===== config.mk =====
export PLATFORM = sky130hd
export DESIGN_NAME = pscm_scan_monitor
export DESIGN_NICKNAME = d
export VERILOG_FILES = /design/src/rtl/pscm_mdio_frame.v /design/src/rtl/pscm_scan_monitor.v
export VERILOG_INCLUDE_DIRS = /design/src /design/src/shared
export SDC_FILE = /design/constraint.sdc
export NUM_CORES = 1
export LEC_CHECK = 0
export BUFFER_PORTS_ARGS = -buffer_cell sky130_fd_sc_hd__buf_2
export CAP_MARGIN = 20
export CORE_MARGIN = 10
export CORE_UTILIZATION = 49
export DETAILED_ROUTE_END_ITERATION = 8
export PLACE_DENSITY = 0.7
export SYNTH_ARGS = -nofsm -noshare
export SYNTH_HDL_FRONTEND = slang
export SYNTH_HIERARCHICAL = 1
export SYNTH_SLANG_ARGS = --single-unit
export TNS_END_PERCENT = 50

===== constraint.sdc =====
create_clock -name i_clk -period 2.61 [get_ports i_clk]
set_input_delay 0.1305 -clock i_clk [delete_from_list [all_inputs] [get_ports i_clk]]
set_output_delay 0.1305 -clock i_clk [all_outputs]
set_load 0.02 [all_outputs]

===== src/shared/pscm_defs.vh =====
// Constants for the PHY scan monitor and its management frame engine
`ifndef PSCM_DEFS_VH
`define PSCM_DEFS_VH

// ---------------------------------------------------------------
// Clock and management clock timing
// ---------------------------------------------------------------
`define PSCM_CORE_MHZ       250
`define PSCM_MDC_MAX_MHZ    25
// Least half period of the management clock, rounded up
`define PSCM_MDC_MIN_HALF   (((`PSCM_CORE_MHZ + `PSCM_MDC_MAX_MHZ - 1) / `PSCM_MDC_MAX_MHZ + 1) / 2)
`define PSCM_DIV_W          8

// ---------------------------------------------------------------
// Frame layout, one bit position per management clock
// ---------------------------------------------------------------
`define PSCM_PRE_ONES       32'hFFFF_FFFF
`define PSCM_HDR_BITS       46
`define PSCM_POS_TA_LAST    6'h2F
`define PSCM_POS_DATA_FIRST 6'h30
`define PSCM_POS_LAST       6'h3F

// ---------------------------------------------------------------
// Start and operation codes
// ---------------------------------------------------------------
`define PSCM_ST_C22         2'h1
`define PSCM_ST_C45         2'h0
`define PSCM_OP_C22_READ    2'h2
`define PSCM_OP_C45_READ    2'h3
`define PSCM_OP_C45_RDINC   2'h2

// ---------------------------------------------------------------
// Result register reset values and the one-hot PHY select base
// ---------------------------------------------------------------
`define PSCM_MATCH_RST      32'hFFFF_FFFF
`define PSCM_VALID_RST      32'h0000_0000
`define PSCM_ONE_HOT_PHY    32'h0000_0001

`endif


===== src/rtl/pscm_mdio_frame.v =====
// Management frame engine: one read frame on the MDC and MDIO pins
`default_nettype none
`include "pscm_defs.vh"

module pscm_mdio_frame #(
   parameter DIV_W = `PSCM_DIV_W
) (
   input  wire             i_clk,       // Core clock
   input  wire             i_srst,      // Synchronous reset, high
   input  wire             i_ce,        // Clock enable, freezes state
   input  wire             i_start,     // Start one frame, pulse
   input  wire [DIV_W-1:0] i_half,      // MDC half period in cycles
   input  wire [1:0]       i_st,        // Start code of the frame
   input  wire [1:0]       i_op,        // Operation code of the frame
   input  wire [4:0]       i_phy,       // PHY address
   input  wire [4:0]       i_reg,       // Register address
   input  wire             i_mdio_in,   // Data line level
   output reg              o_busy,      // Frame in progress
   output reg              o_done,      // Frame finished, pulse
   output reg  [15:0]      o_rdata,     // Read data
   output reg              o_ok,        // Turnaround seen low
   output reg              o_mdc,       // Management clock
   output reg              o_mdio_out,  // Data line drive value
   output reg              o_mdio_oe    // Data line drive enable
);

   // ------------------------------------------------------------
   // Frame header and bit position
   // ------------------------------------------------------------
   wire [`PSCM_HDR_BITS-1:0] hdr;
   reg  [`PSCM_HDR_BITS-1:0] hdr_reg;
   reg  [5:0]                pos_reg;
   reg  [DIV_W-1:0]          cnt_reg;
   wire [5:0]                pos_next;

   assign hdr      = {`PSCM_PRE_ONES, i_st, i_op, i_phy, i_reg};
   assign pos_next = pos_reg + 6'h01;

   // ------------------------------------------------------------
   // Clock divider, shifting and sampling on the falling edge
   // ------------------------------------------------------------
   always @(posedge i_clk) begin
      if (i_srst) begin
         o_busy     <= 1'b0;
         o_done     <= 1'b0;
         o_rdata    <= 16'h0000;
         o_ok       <= 1'b0;
         o_mdc      <= 1'b0;
         o_mdio_out <= 1'b0;
         o_mdio_oe  <= 1'b0;
         hdr_reg    <= {`PSCM_HDR_BITS{1'b0}};
         pos_reg    <= 6'h00;
         cnt_reg    <= {DIV_W{1'b0}};
      end else if (i_ce) begin
         o_done <= 1'b0;
         if (!o_busy) begin
            if (i_start) begin
               // First bit driven while MDC is low
               o_busy     <= 1'b1;
               o_ok       <= 1'b0;
               o_mdc      <= 1'b0;
               hdr_reg    <= {hdr[`PSCM_HDR_BITS-2:0], 1'b0};
               o_mdio_out <= hdr[`PSCM_HDR_BITS-1];
               o_mdio_oe  <= 1'b1;                         // RQ16
               pos_reg    <= 6'h00;
               cnt_reg    <= {DIV_W{1'b0}};
            end
         end else if (cnt_reg >= i_half - 1'b1) begin
            cnt_reg <= {DIV_W{1'b0}};
            if (!o_mdc) begin
               o_mdc <= 1'b1;                              // RQ17
            end else begin
               // Falling edge: sample the bit just held, drive the next
               o_mdc <= 1'b0;                              // RQ16
               if (pos_reg == `PSCM_POS_TA_LAST)
                  o_ok <= ~i_mdio_in;
               if (pos_reg >= `PSCM_POS_DATA_FIRST)
                  o_rdata <= {o_rdata[14:0], i_mdio_in};
               if (pos_next < `PSCM_HDR_BITS) begin
                  o_mdio_out <= hdr_reg[`PSCM_HDR_BITS-1];
                  hdr_reg    <= {hdr_reg[`PSCM_HDR_BITS-2:0], 1'b0};
               end else begin
                  // Released for turnaround, read data and idle
                  o_mdio_out <= 1'b0;
                  o_mdio_oe  <= 1'b0;                      // RQ16
               end
               pos_reg <= pos_next;
               if (pos_reg == `PSCM_POS_LAST) begin
                  o_busy <= 1'b0;
                  o_done <= 1'b1;
               end
            end
         end else begin
            cnt_reg <= cnt_reg + 1'b1;
         end
      end
   end

endmodule // pscm_mdio_frame

`default_nettype wire


===== src/rtl/pscm_scan_monitor.v =====
// PHY scan monitor: repeated masked register checks over the PHY range
// Summary of operation
// RQ1: While scanning, read and check one register repeatedly
// RQ2: Visit PHYs in order from low to high
// RQ3: Register address comes from the command field
// RQ4: Scan enable with read operation starts scanning
// RQ5: One-pass option stops after one full range
// RQ6: Other command fields ignored while scanning
// RQ7: Masked differing bit records a PHY mismatch
// RQ8: Mask bit zero never causes a mismatch
// RQ9: Latest result bit per PHY, zero on mismatch
// RQ10: Latest valid bit per PHY per completed read
// RQ11: Sticky bit cleared on mismatch until read
// RQ12: Sticky read returns contents then sets all ones
// RQ13: Interrupt raised when any PHY mismatches
// RQ14: Each controller drives its own interrupt line
// RQ15: Sticky read clears interrupt with sticky bits
// RQ16: Data changed and sampled on MDC falling edge
// RQ17: Programmable divider keeps MDC at most 25 MHz
// RQ18: Clause 22 default, Clause 45 by start code
// RQ19: Without one-pass, wrap to low bound continuously
`default_nettype none
`include "pscm_defs.vh"

module pscm_scan_monitor #(
   parameter DIV_W = `PSCM_DIV_W
) (
   input  wire             i_clk,              // Core clock, 250 MHz
   input  wire             i_srst,             // Synchronous reset, high
   input  wire             i_ce,               // Clock enable
   input  wire             i_scan_enable,      // Scan enable field
   input  wire             i_one_pass,         // One-pass option
   input  wire [1:0]       i_operation_code,   // Operation field
   input  wire [1:0]       i_frame_start_code, // Start field
   input  wire [4:0]       i_scan_reg_addr,    // Register address field
   input  wire [4:0]       i_phy_low,          // Low bound of range
   input  wire [4:0]       i_phy_high,         // High bound of range
   input  wire [15:0]      i_expected_value,   // Expected value
   input  wire [15:0]      i_compare_mask,     // Compare mask
   input  wire [DIV_W-1:0] i_clock_divider,    // MDC divider
   input  wire             i_sticky_rd,        // Sticky read, pulse
   input  wire             i_mdio_in,          // Data line level
   output reg  [31:0]      o_scan_latest_match,// Latest results
   output reg  [31:0]      o_scan_latest_valid,// Latest read valid
   output reg  [31:0]      o_scan_sticky_match,// Sticky results
   output reg              o_irq,              // Scan interrupt
   output reg              o_scan_active,      // Scan running
   output wire             o_mdc,              // Management clock
   output wire             o_mdio_out,         // Data drive value
   output wire             o_mdio_oe           // Data drive enable
);

   // ------------------------------------------------------------
   // States
   // ------------------------------------------------------------
   localparam [2:0] S_IDLE   = 3'b001;
   localparam [2:0] S_LAUNCH = 3'b010;
   localparam [2:0] S_WAIT   = 3'b100;

   // Floor of the MDC half period, kept 32 bits wide for compares
   localparam [31:0] MIN_HALF_W = `PSCM_MDC_MIN_HALF;

   reg  [2:0]       state_reg;
   reg  [2:0]       state_next;
   reg  [4:0]       phy_reg;
   reg  [4:0]       phy_next;
   reg  [4:0]       regad_reg;
   reg  [1:0]       st_reg;
   reg  [1:0]       op_reg;
   reg              run_d_reg;
   reg              done_pass_reg;
   reg              done_pass_next;
   reg  [31:0]      latest_match_next;
   reg  [31:0]      latest_valid_next;
   reg  [31:0]      sticky_next;
   reg              active_next;
   reg  [DIV_W-1:0] half_reg;
   wire             is_read;
   wire             run;
   wire             run_rise;
   wire             start;
   wire             busy;
   wire             done;
   wire [15:0]      rdata;
   wire             ok;
   wire             mism;
   wire [31:0]      phy_bit;
   wire             last_phy;

   // ------------------------------------------------------------
   // Scan start condition
   // ------------------------------------------------------------
   // Read for Clause 22 by default, Clause 45 read codes otherwise
   assign is_read  = (i_frame_start_code == `PSCM_ST_C45) ?
                     (i_operation_code == `PSCM_OP_C45_READ ||
                      i_operation_code == `PSCM_OP_C45_RDINC) :
                     (i_operation_code == `PSCM_OP_C22_READ);  // RQ18
   assign run      = i_scan_enable & is_read;                 // RQ4
   // A finished one-pass run restarts only after enable or the read
   // code has dropped and come back, seen here as a rising edge
   assign run_rise = run & ~run_d_reg;                        // RQ4
   assign start    = (state_reg == S_LAUNCH);

   // ------------------------------------------------------------
   // Result comparison
   // ------------------------------------------------------------
   // Only bit positions with a mask of one can differ
   assign mism     = |((rdata ^ i_expected_value) & i_compare_mask); // RQ7 RQ8
   // One-hot select of the PHY in flight, and the end of the range
   assign phy_bit  = `PSCM_ONE_HOT_PHY << phy_reg;
   assign last_phy = (phy_reg == i_phy_high);

   // ------------------------------------------------------------
   // Divider clamp so MDC never runs above its ceiling
   // ------------------------------------------------------------
   // Small dividers are raised to the floor; the compare runs at 32
   // bits so the carry is kept there. A divider of all ones wraps the
   // half period to zero, which the frame engine counts as the full
   // 2**DIV_W cycles, so the slowest setting stays usable.
   always @(posedge i_clk) begin
      if (i_srst)
         half_reg <= MIN_HALF_W[DIV_W-1:0];
      else if (i_ce) begin
         if (i_clock_divider + 1'b1 < MIN_HALF_W)
            half_reg <= MIN_HALF_W[DIV_W-1:0];               // RQ17
         else
            half_reg <= i_clock_divider + 1'b1;              // RQ17
      end
   end

   // ------------------------------------------------------------
   // Sequencer next state
   // ------------------------------------------------------------
   always @* begin
      // Hold everything unless a branch below moves it
      state_next     = state_reg;
      phy_next       = phy_reg;
      done_pass_next = done_pass_reg;
      active_next    = o_scan_active;
      case (state_reg)
         S_IDLE: begin
            // Enable dropped: forget the finished pass
            if (!run)
               done_pass_next = 1'b0;
            if (run_rise || (run && !done_pass_reg)) begin
               state_next     = S_LAUNCH;
               phy_next       = i_phy_low;                    // RQ2
               done_pass_next = 1'b0;
               active_next    = 1'b1;
            end else begin
               active_next    = 1'b0;
            end
         end
         S_LAUNCH: begin
            state_next = S_WAIT;
         end
         S_WAIT: begin
            if (done) begin
               if (last_phy) begin
                  phy_next = i_phy_low;                       // RQ19
                  if (i_one_pass)
                     done_pass_next = 1'b1;                   // RQ5
               end else begin
                  // Low above high walks up through 31 and wraps at 0
                  phy_next = phy_reg + 5'h01;                 // RQ2
               end
               // Keep going while enabled, unless the pass is over
               if (run && !(last_phy && i_one_pass)) begin
                  state_next = S_LAUNCH;                      // RQ1
               end else begin
                  state_next  = S_IDLE;
                  active_next = 1'b0;
               end
            end
         end
         default: begin
            state_next  = S_IDLE;
            active_next = 1'b0;
         end
      endcase
   end

   // ------------------------------------------------------------
   // Sequencer registers and latched frame fields
   // ------------------------------------------------------------
   always @(posedge i_clk) begin
      if (i_srst) begin
         state_reg     <= S_IDLE;
         phy_reg       <= 5'h00;
         regad_reg     <= 5'h00;
         st_reg        <= `PSCM_ST_C22;
         op_reg        <= `PSCM_OP_C22_READ;
         run_d_reg     <= 1'b0;
         done_pass_reg <= 1'b0;
         o_scan_active <= 1'b0;
      end else if (i_ce) begin
         state_reg     <= state_next;
         phy_reg       <= phy_next;
         run_d_reg     <= run;
         done_pass_reg <= done_pass_next;
         o_scan_active <= active_next;
         // Only the scan fields are taken; the rest are ignored
         // Latched at launch, so edits apply from the next frame
         if (state_next == S_LAUNCH) begin
            regad_reg <= i_scan_reg_addr;                     // RQ3 RQ6
            st_reg    <= i_frame_start_code;                  // RQ18
            op_reg    <= i_operation_code;
         end
      end
   end

   // ------------------------------------------------------------
   // Result registers next values
   // ------------------------------------------------------------
   always @* begin
      latest_match_next = o_scan_latest_match;
      latest_valid_next = o_scan_latest_valid;
      // Read returns the current value, then all ones
      if (i_sticky_rd)
         sticky_next = `PSCM_MATCH_RST;                       // RQ12
      else
         sticky_next = o_scan_sticky_match;
      // A failed read clears valid and never counts as a mismatch
      if (done && state_reg == S_WAIT) begin
         if (ok) begin
            latest_valid_next = o_scan_latest_valid | phy_bit; // RQ10
         end else begin
            latest_valid_next = o_scan_latest_valid & ~phy_bit;// RQ10
         end
         if (ok && mism) begin
            latest_match_next = o_scan_latest_match & ~phy_bit;// RQ9
            // A mismatch in the read cycle is kept
            sticky_next       = sticky_next & ~phy_bit;        // RQ11
         end else begin
            latest_match_next = o_scan_latest_match | phy_bit; // RQ9
         end
      end
   end

   // ------------------------------------------------------------
   // Result registers and interrupt
   // ------------------------------------------------------------
   always @(posedge i_clk) begin
      if (i_srst) begin
         o_scan_latest_match <= `PSCM_MATCH_RST;
         o_scan_latest_valid <= `PSCM_VALID_RST;
         o_scan_sticky_match <= `PSCM_MATCH_RST;
         o_irq               <= 1'b0;
      end else if (i_ce) begin
         o_scan_latest_match <= latest_match_next;
         o_scan_latest_valid <= latest_valid_next;
         o_scan_sticky_match <= sticky_next;
         // Interrupt is the NAND of the next sticky bits
         // Dedicated line, drops with the sticky bits
         o_irq               <= ~&sticky_next;          // RQ13 RQ14 RQ15
      end
   end

   // ------------------------------------------------------------
   // Management frame engine
   // ------------------------------------------------------------
   // Launch pulses start; done pulses once, on the last MDC fall
   // When idle the engine keeps MDC low and the data line released
   pscm_mdio_frame #(
      .DIV_W      (DIV_W)
   ) u_frame (
      .i_clk      (i_clk),
      .i_srst     (i_srst),
      .i_ce       (i_ce),
      .i_start    (start),
      .i_half     (half_reg),
      .i_st       (st_reg),
      .i_op       (op_reg),
      .i_phy      (phy_reg),
      .i_reg      (regad_reg),
      .i_mdio_in  (i_mdio_in),
      .o_busy     (busy),
      .o_done     (done),
      .o_rdata    (rdata),
      .o_ok       (ok),
      .o_mdc      (o_mdc),
      .o_mdio_out (o_mdio_out),
      .o_mdio_oe  (o_mdio_oe)
   );

endmodule // pscm_scan_monitor

`default_nettype wire


* After elaboration in Yosys (flattened, before gate mapping)
Index checks and enable logic that the tools add are counted.
Word-level totals: register bits 207, input bits 66, output and inout bits 101, word-level logic and storage cells 157
Cells by class: add/subtract/negate cells 6, order comparisons 4, equality and inequality tests 20, shifts and indexed selects 1, multiplexer cells 63, bitwise logic cells 13, reductions and logical operators 27
Operator list (number):
- 2-to-1 mux 46 bit | 5
- 2-to-1 mux 32 bit | 5
- AND 32 bit | 3
- bitwise OR 32 bit | 2
- 2-to-1 mux 1 bit | 35
- 2-to-1 mux 8 bit | 4
- inverter 32 bit | 1
- AND reduction 32 bit | 1
- << shifter 1 x 5 -> 32 bit, first input constant | 1
- 2-to-1 mux 6 bit | 4
- AND reduction 5 bit | 4
- != test 2 bit, second input constant | 9
- adder 8 x 1 -> 8 bit, second input constant | 2
- AND 16 bit | 1
- OR reduction 16 bit | 1
- bitwise XOR 16 bit | 1
- 2-to-1 mux 5 bit | 3
- equality test 6 bit, second input constant | 2
- AND reduction 4 bit | 3
- one-hot mux 5 bit (2 select lines) | 1
- adder 8 x 1 -> 9 bit, second input constant | 1
- less-than comparator 9 x 3 -> 1 bit, second input constant | 1
- one-hot mux 3 bit (3 select lines) | 1
- greater-or-equal comparator 8 bit | 1
- 26 further kinds | 42

* Longest topological paths before layout
depth after elaboration 10, mapped depth 12, gate-level depth less buffers 10

* Modules after synthesis
The synthesis kept the hierarchy.
Modules (own cells, without submodules):
- pscm_scan_monitor | instances 1, cells an instance 608, area each 5489.0 sq um, seq. area each 2502.4 sq um
- pscm_mdio_frame | instances 1, cells an instance 483, area each 4264.1 sq um, seq. area each 1621.6 sq um

* Worst setup path before layout
No wires, ideal clock.
kind register -> register, start point register half_reg[5], end point register u_frame.hdr_reg[23], arrival time 2441 ps, data required time 2478 ps, setup slack 37 ps, cell stages (with the launch flop) 12, path buffers 2, path through dfxtp_1 > nor4_1 > nand2_1 > xor2_1 > ha_1 > nand4_1 > or2_2 > o32a_2 > buf_4 > buf_2 > nor4_1 > nor3_1
Between the ends: cells in the longest elaborated chain, start to end 4
Ends and longest elaborated chain:
- start, declared | line pscm_scan_monitor.v:77 | reg [DIV_W-1:0] half_reg;
- start signal, assigned | line pscm_scan_monitor.v:122 | half_reg <= MIN_HALF_W[DIV_W-1:0];
- start signal, assigned | line pscm_scan_monitor.v:125 | half_reg <= MIN_HALF_W[DIV_W-1:0];
- start signal, assigned | line pscm_scan_monitor.v:127 | half_reg <= i_clock_divider + 1'b1;
- subtractor 8 x 1 -> 8 bit | line pscm_mdio_frame.v:68 | end else if (cnt_reg >= i_half - 1'b1) begin
- greater-or-equal comparator 8 bit | line pscm_mdio_frame.v:68
- != test 2 bit (no source line)
- AND reduction 5 bit (no source line)
- end signal, assigned | line pscm_mdio_frame.v:51 | hdr_reg <= {`PSCM_HDR_BITS{1'b0}};
- end signal, assigned | line pscm_mdio_frame.v:62 | hdr_reg <= {hdr[`PSCM_HDR_BITS-2:0], 1'b0};
- end signal, assigned | line pscm_mdio_frame.v:81 | hdr_reg <= {hdr_reg[`PSCM_HDR_BITS-2:0], 1'b0};
- end, declared | line pscm_mdio_frame.v:31 | reg [`PSCM_HDR_BITS-1:0] hdr_reg;
No other way between the ends. A chain may end at the register's enable or synchronous reset.

* Worst setup path after layout
start point register half_reg[2], end point register u_frame.o_rdata[9]
Between the ends: cells in the longest elaborated chain, start to end 3
Ends and longest elaborated chain:
- subtractor 8 x 1 -> 8 bit | line pscm_mdio_frame.v:68
- greater-or-equal comparator 8 bit | line pscm_mdio_frame.v:68
- AND reduction 5 bit (no source line)
- end signal, assigned | line pscm_mdio_frame.v:78 | o_rdata <= {o_rdata[14:0], i_mdio_in};
- end, declared | line pscm_mdio_frame.v:20 | output reg [15:0] o_rdata,
No other way between the ends.

==> run_results.csv <==
group,metric,value,unit
run_status,status,"finished with violations",
run_status,violations,"negative setup slack",
logic_synthesis,synth_compound_gate_area_share,0.242,
timing,tns,-1.22,ns
setup_path,crit_fanout,6,
floorplan,die_y,161,um
drt,met3_length,1870,um
power_and_ir_drop,p_total,6.85,mW
logic_synthesis,synth_seq_area_share,0.423,
setup_path,crit_buf_inv,1,
drt,final_antenna_net_count,0,
layout,drive_gt1_frac,0.292,
layout,fillCellCount,1583,
clocking,clk_pin_slew,0.06,ns
logic_synthesis,syn_avg_cell_area,8.94,sq um
setup_path,crit_family,"simple AND/OR/NAND/NOR gates",
clocking,clk_path_buf_depth,3,
timing,grt_setup_unrepaired,"true",
grt,antenna_found_initial,2,
hold_path,hold_class,"in -> reg",
logic_synthesis,synthSimpleGateAreaFrac,0.200,
logic_synthesis,ys_ff_latch,206,
placement,numPortBuffers,166,
drt,dr_wl_met2,14200,um
clocking,clk_latency,0.51,ns
layout,layout.cells.non_filler,1537,
logic_synthesis,yosys.cell_types.count,73,
timing,finalHoldViolCount,0,
drt,viasPerCell,6.01,
flow_run,drv_cap,0,
drt,wl_met1,13000,um
grt,grt_pass1_wl,45800,um
floorplan,die_area,0.0259,sq mm
drt,topRoutingLayerUsed,"met5",
logic_synthesis,synth_edf_count,0,
timing,clock_skew,0.0104,ns
logic_synthesis,synth_fp_nets,1175,
grt,grt_max_degree,58,
setup_path,cp-start-kind,"flop",
floorplan,start_util,0.499,
logic_synthesis,syn_area,0.00975,sq mm
timing,slew-limit-headroom,0.276,
clocking,root_buffer,"clkbuf_16",
logic_synthesis,synthAdderAreaFrac,0.0231,
power_and_ir_drop,p_leak,4.65,nW
clocking,cts.sink_count,206,
layout,utilization,0.646,
clocking,cts_tree,"yes",
clocking,cts_max_level,1,
timing,fmax,374,MHz
logic_synthesis,synthCells,1091,
clocking,cts_buffers,23,
grt,grt_pass1_vias,8786,
timing,tightest_slew,1.07,ns
floorplan,placementRows,51,
placement,gp_congestion,0.884,
layout,nets,1341,
setup_path,worstSetupPathType,"reg -> reg",
grt,grt_usage,0.206,
timing,setup_violations,34,
floorplan,ioPinCount,167,
setup_path,max_stage_delay,0.42,ns
timing,min_period,2.68,ns
layout,areaGrowthSynthToFinish,29.4,%
logic_synthesis,synthMuxAreaShare,0.0185,
setup_path,cp.arrival,3.05,ns
layout,finish.instance_area,0.0126,sq mm
drt,drcViolationCount,0,
placement,dp_hpwl,18600,um
placement,post-place-cells,1471,
logic_synthesis,synthArstFlopShare,0,
placement,placed_cell_area,0.0109,sq mm
setup_path,regToRegSetupSlack,-0.07,ns
logic_synthesis,synth_top_flop_cell,"dfxtp_1",
drt,first_pass_iters,5,
placement,dp_slack,-0.279,ns
power_and_ir_drop,power.density,543,mW/mm^2
floorplan,core_area,0.0195,sq mm
drt,totalWireLength,29600,um
timing,setup_ws,-0.0651,ns
drt,wire_per_inst,19.2,um
power_and_ir_drop,ir_worst_vdd,450,uV
timing,slew_viol_final,0,
setup_path,endpoint_kind,"flop",
timing,min_period_over_period,1.02,
setup_path,required,2.98,ns
logic_synthesis,yosysWarningCount,6,
drt,drt_iter0_markers,748,
timing,fin_hold_ws,0.0192,ns
floorplan,die_x,161,um
logic_synthesis,synth_top_family_by_area,"compound AO/OA/AOI/OAI gates",
logic_synthesis,synth_xor_area_frac,0.0350,
setup_path,path_cells,"nor4_4 -> nand2_1 -> xor2_1 -> ha_1 -> nand4_1 -> or2_4 -> o32a_4 -> buf_6 -> o31ai_1 -> a21oi_1",
grt,globalRouteOverflowTotal,0,
drt,num_vias,9232,
setup_path,cp_slowest_cell,"o32a_4",
==> worst min-delay path, cell delays in order <==
cell and delay [ns]:
buf_2 0.11, inv_1 0.05, mux2i_1 0.06, nor2_1 0.08
a211oi_1 0.06
==> cell type report <==
type	instances	area, sq um	area share
Multi-Input combinational cell	759	5680	0.450
Sequential cell	206	4130	0.327
Timing Repair Buffer	239	1610	0.128
Clock buffer	33	683	0.0541
Tap cell	265	332	0.0263
Inverter	28	105	0.00833
Clock inverter	6	83.8	0.00664
Antenna cell	1	2.50	0.000198
==> synth_stat cells (3+ instances only) <==
cell	count	share of area
ha_1	18	0.023
buf_2	24	0.012
o2bb2ai_1	13	0.012
a2111oi_0	3	0.0027
a311oi_1	31	0.028
nor4_1	34	0.022
and3_1	3	0.0019
mux2i_1	18	0.018
o21ai_1	3	0.0015
o21a_1	6	0.0046
a31oi_1	10	0.0064
dfxtp_1	206	0.42
a2bb2oi_1	14	0.013
nor3_1	45	0.023
nand4_1	32	0.021
nand2_1	76	0.029
nand2b_1	10	0.0064
nor2b_1	7	0.0045
a21oi_1	60	0.031
xnor2_1	6	0.0054
o21ai_0	12	0.0062
nand3_2	3	0.0031
and2_1	5	0.0032
buf_1	4	0.0015
inv_1	28	0.011
o31ai_1	20	0.015
o22ai_1	14	0.0090
a22oi_1	9	0.0069
buf_4	5	0.0038
buf_6	6	0.0069
a211oi_1	9	0.0069
xor2_1	33	0.030
nor3_4	4	0.0067
nor2_4	4	0.0046
clkbuf_1	60	0.023
o22a_1	32	0.029
a41oi_1	14	0.013
a211o_1	33	0.030
nor2_1	83	0.032
nand3_1	44	0.023
a21o_1	7	0.0054
==> cells in the final DEF (no fill, tap or decap), drive strengths merged, types with 34 or more instances in the layout <==
cell / Yosys / final
buf: 39 / 221
dfxtp: 206 / 206
nand2: 76 / 76
nor4: 34 / 34
nand3: 48 / 48
nor3: 50 / 50
nor2: 89 / 89
a21oi: 62 / 62
clkbuf: 60 / 37
==> where the power goes <==
part | switching (mW) | leakage, nW | internal (mW)
logic | 0.224 | 2.61 | 0.168
clock network | 1.26 | 0.382 | 2.00
registers | 0.0288 | 1.66 | 3.17
total | 1.52 | 4.65 | 5.34
==> path summary, 6_finish.rpt <==
check / from / to / cells after the start
max reg2reg: half_reg[2] / u_frame/o_rdata[9] / 10
max: half_reg[2] / u_frame/o_rdata[9] / 10
min reg2reg: flop / flop / 2
min: i_phy_low[2] / phy_reg[2] / 5
==> cells by family (layout without fill, tap and decap cells) <==
kind of cell / count (synthesis) / count (layout)
AOI/OAI and AO/OA: 310 / 311
xor gates and xnor gates: 39 / 39
adders and majority gates: 18 / 18
buffers and inverters: 127 / 306
DFF: 206 / 206
muxes: 18 / 18
other: 0 / 1
and+or+nand+nor: 373 / 373
==> per-layer routing <==
metal,global-route usage,vias up
li1,-,4429
met1,0.268,4476
met2,0.339,283
met3,0.0447,42
met4,0.0488,2
met5,0,-
==> repair_timing <==
| item | in CTS | in global routing |
|---|---|---|
| cloned | 0 | 6 |
| setup buffers | 1 | 4 |
| endpoints found under the hold margin | 15 | 0 |
| gates resized for setup | 45 | 67 |
| setup endpoints to repair | 72 | 80 |
| hold buffers | 14 | 0 |
| pin swaps | 7 | 17 |
Power figures use the tool's default switching activity.
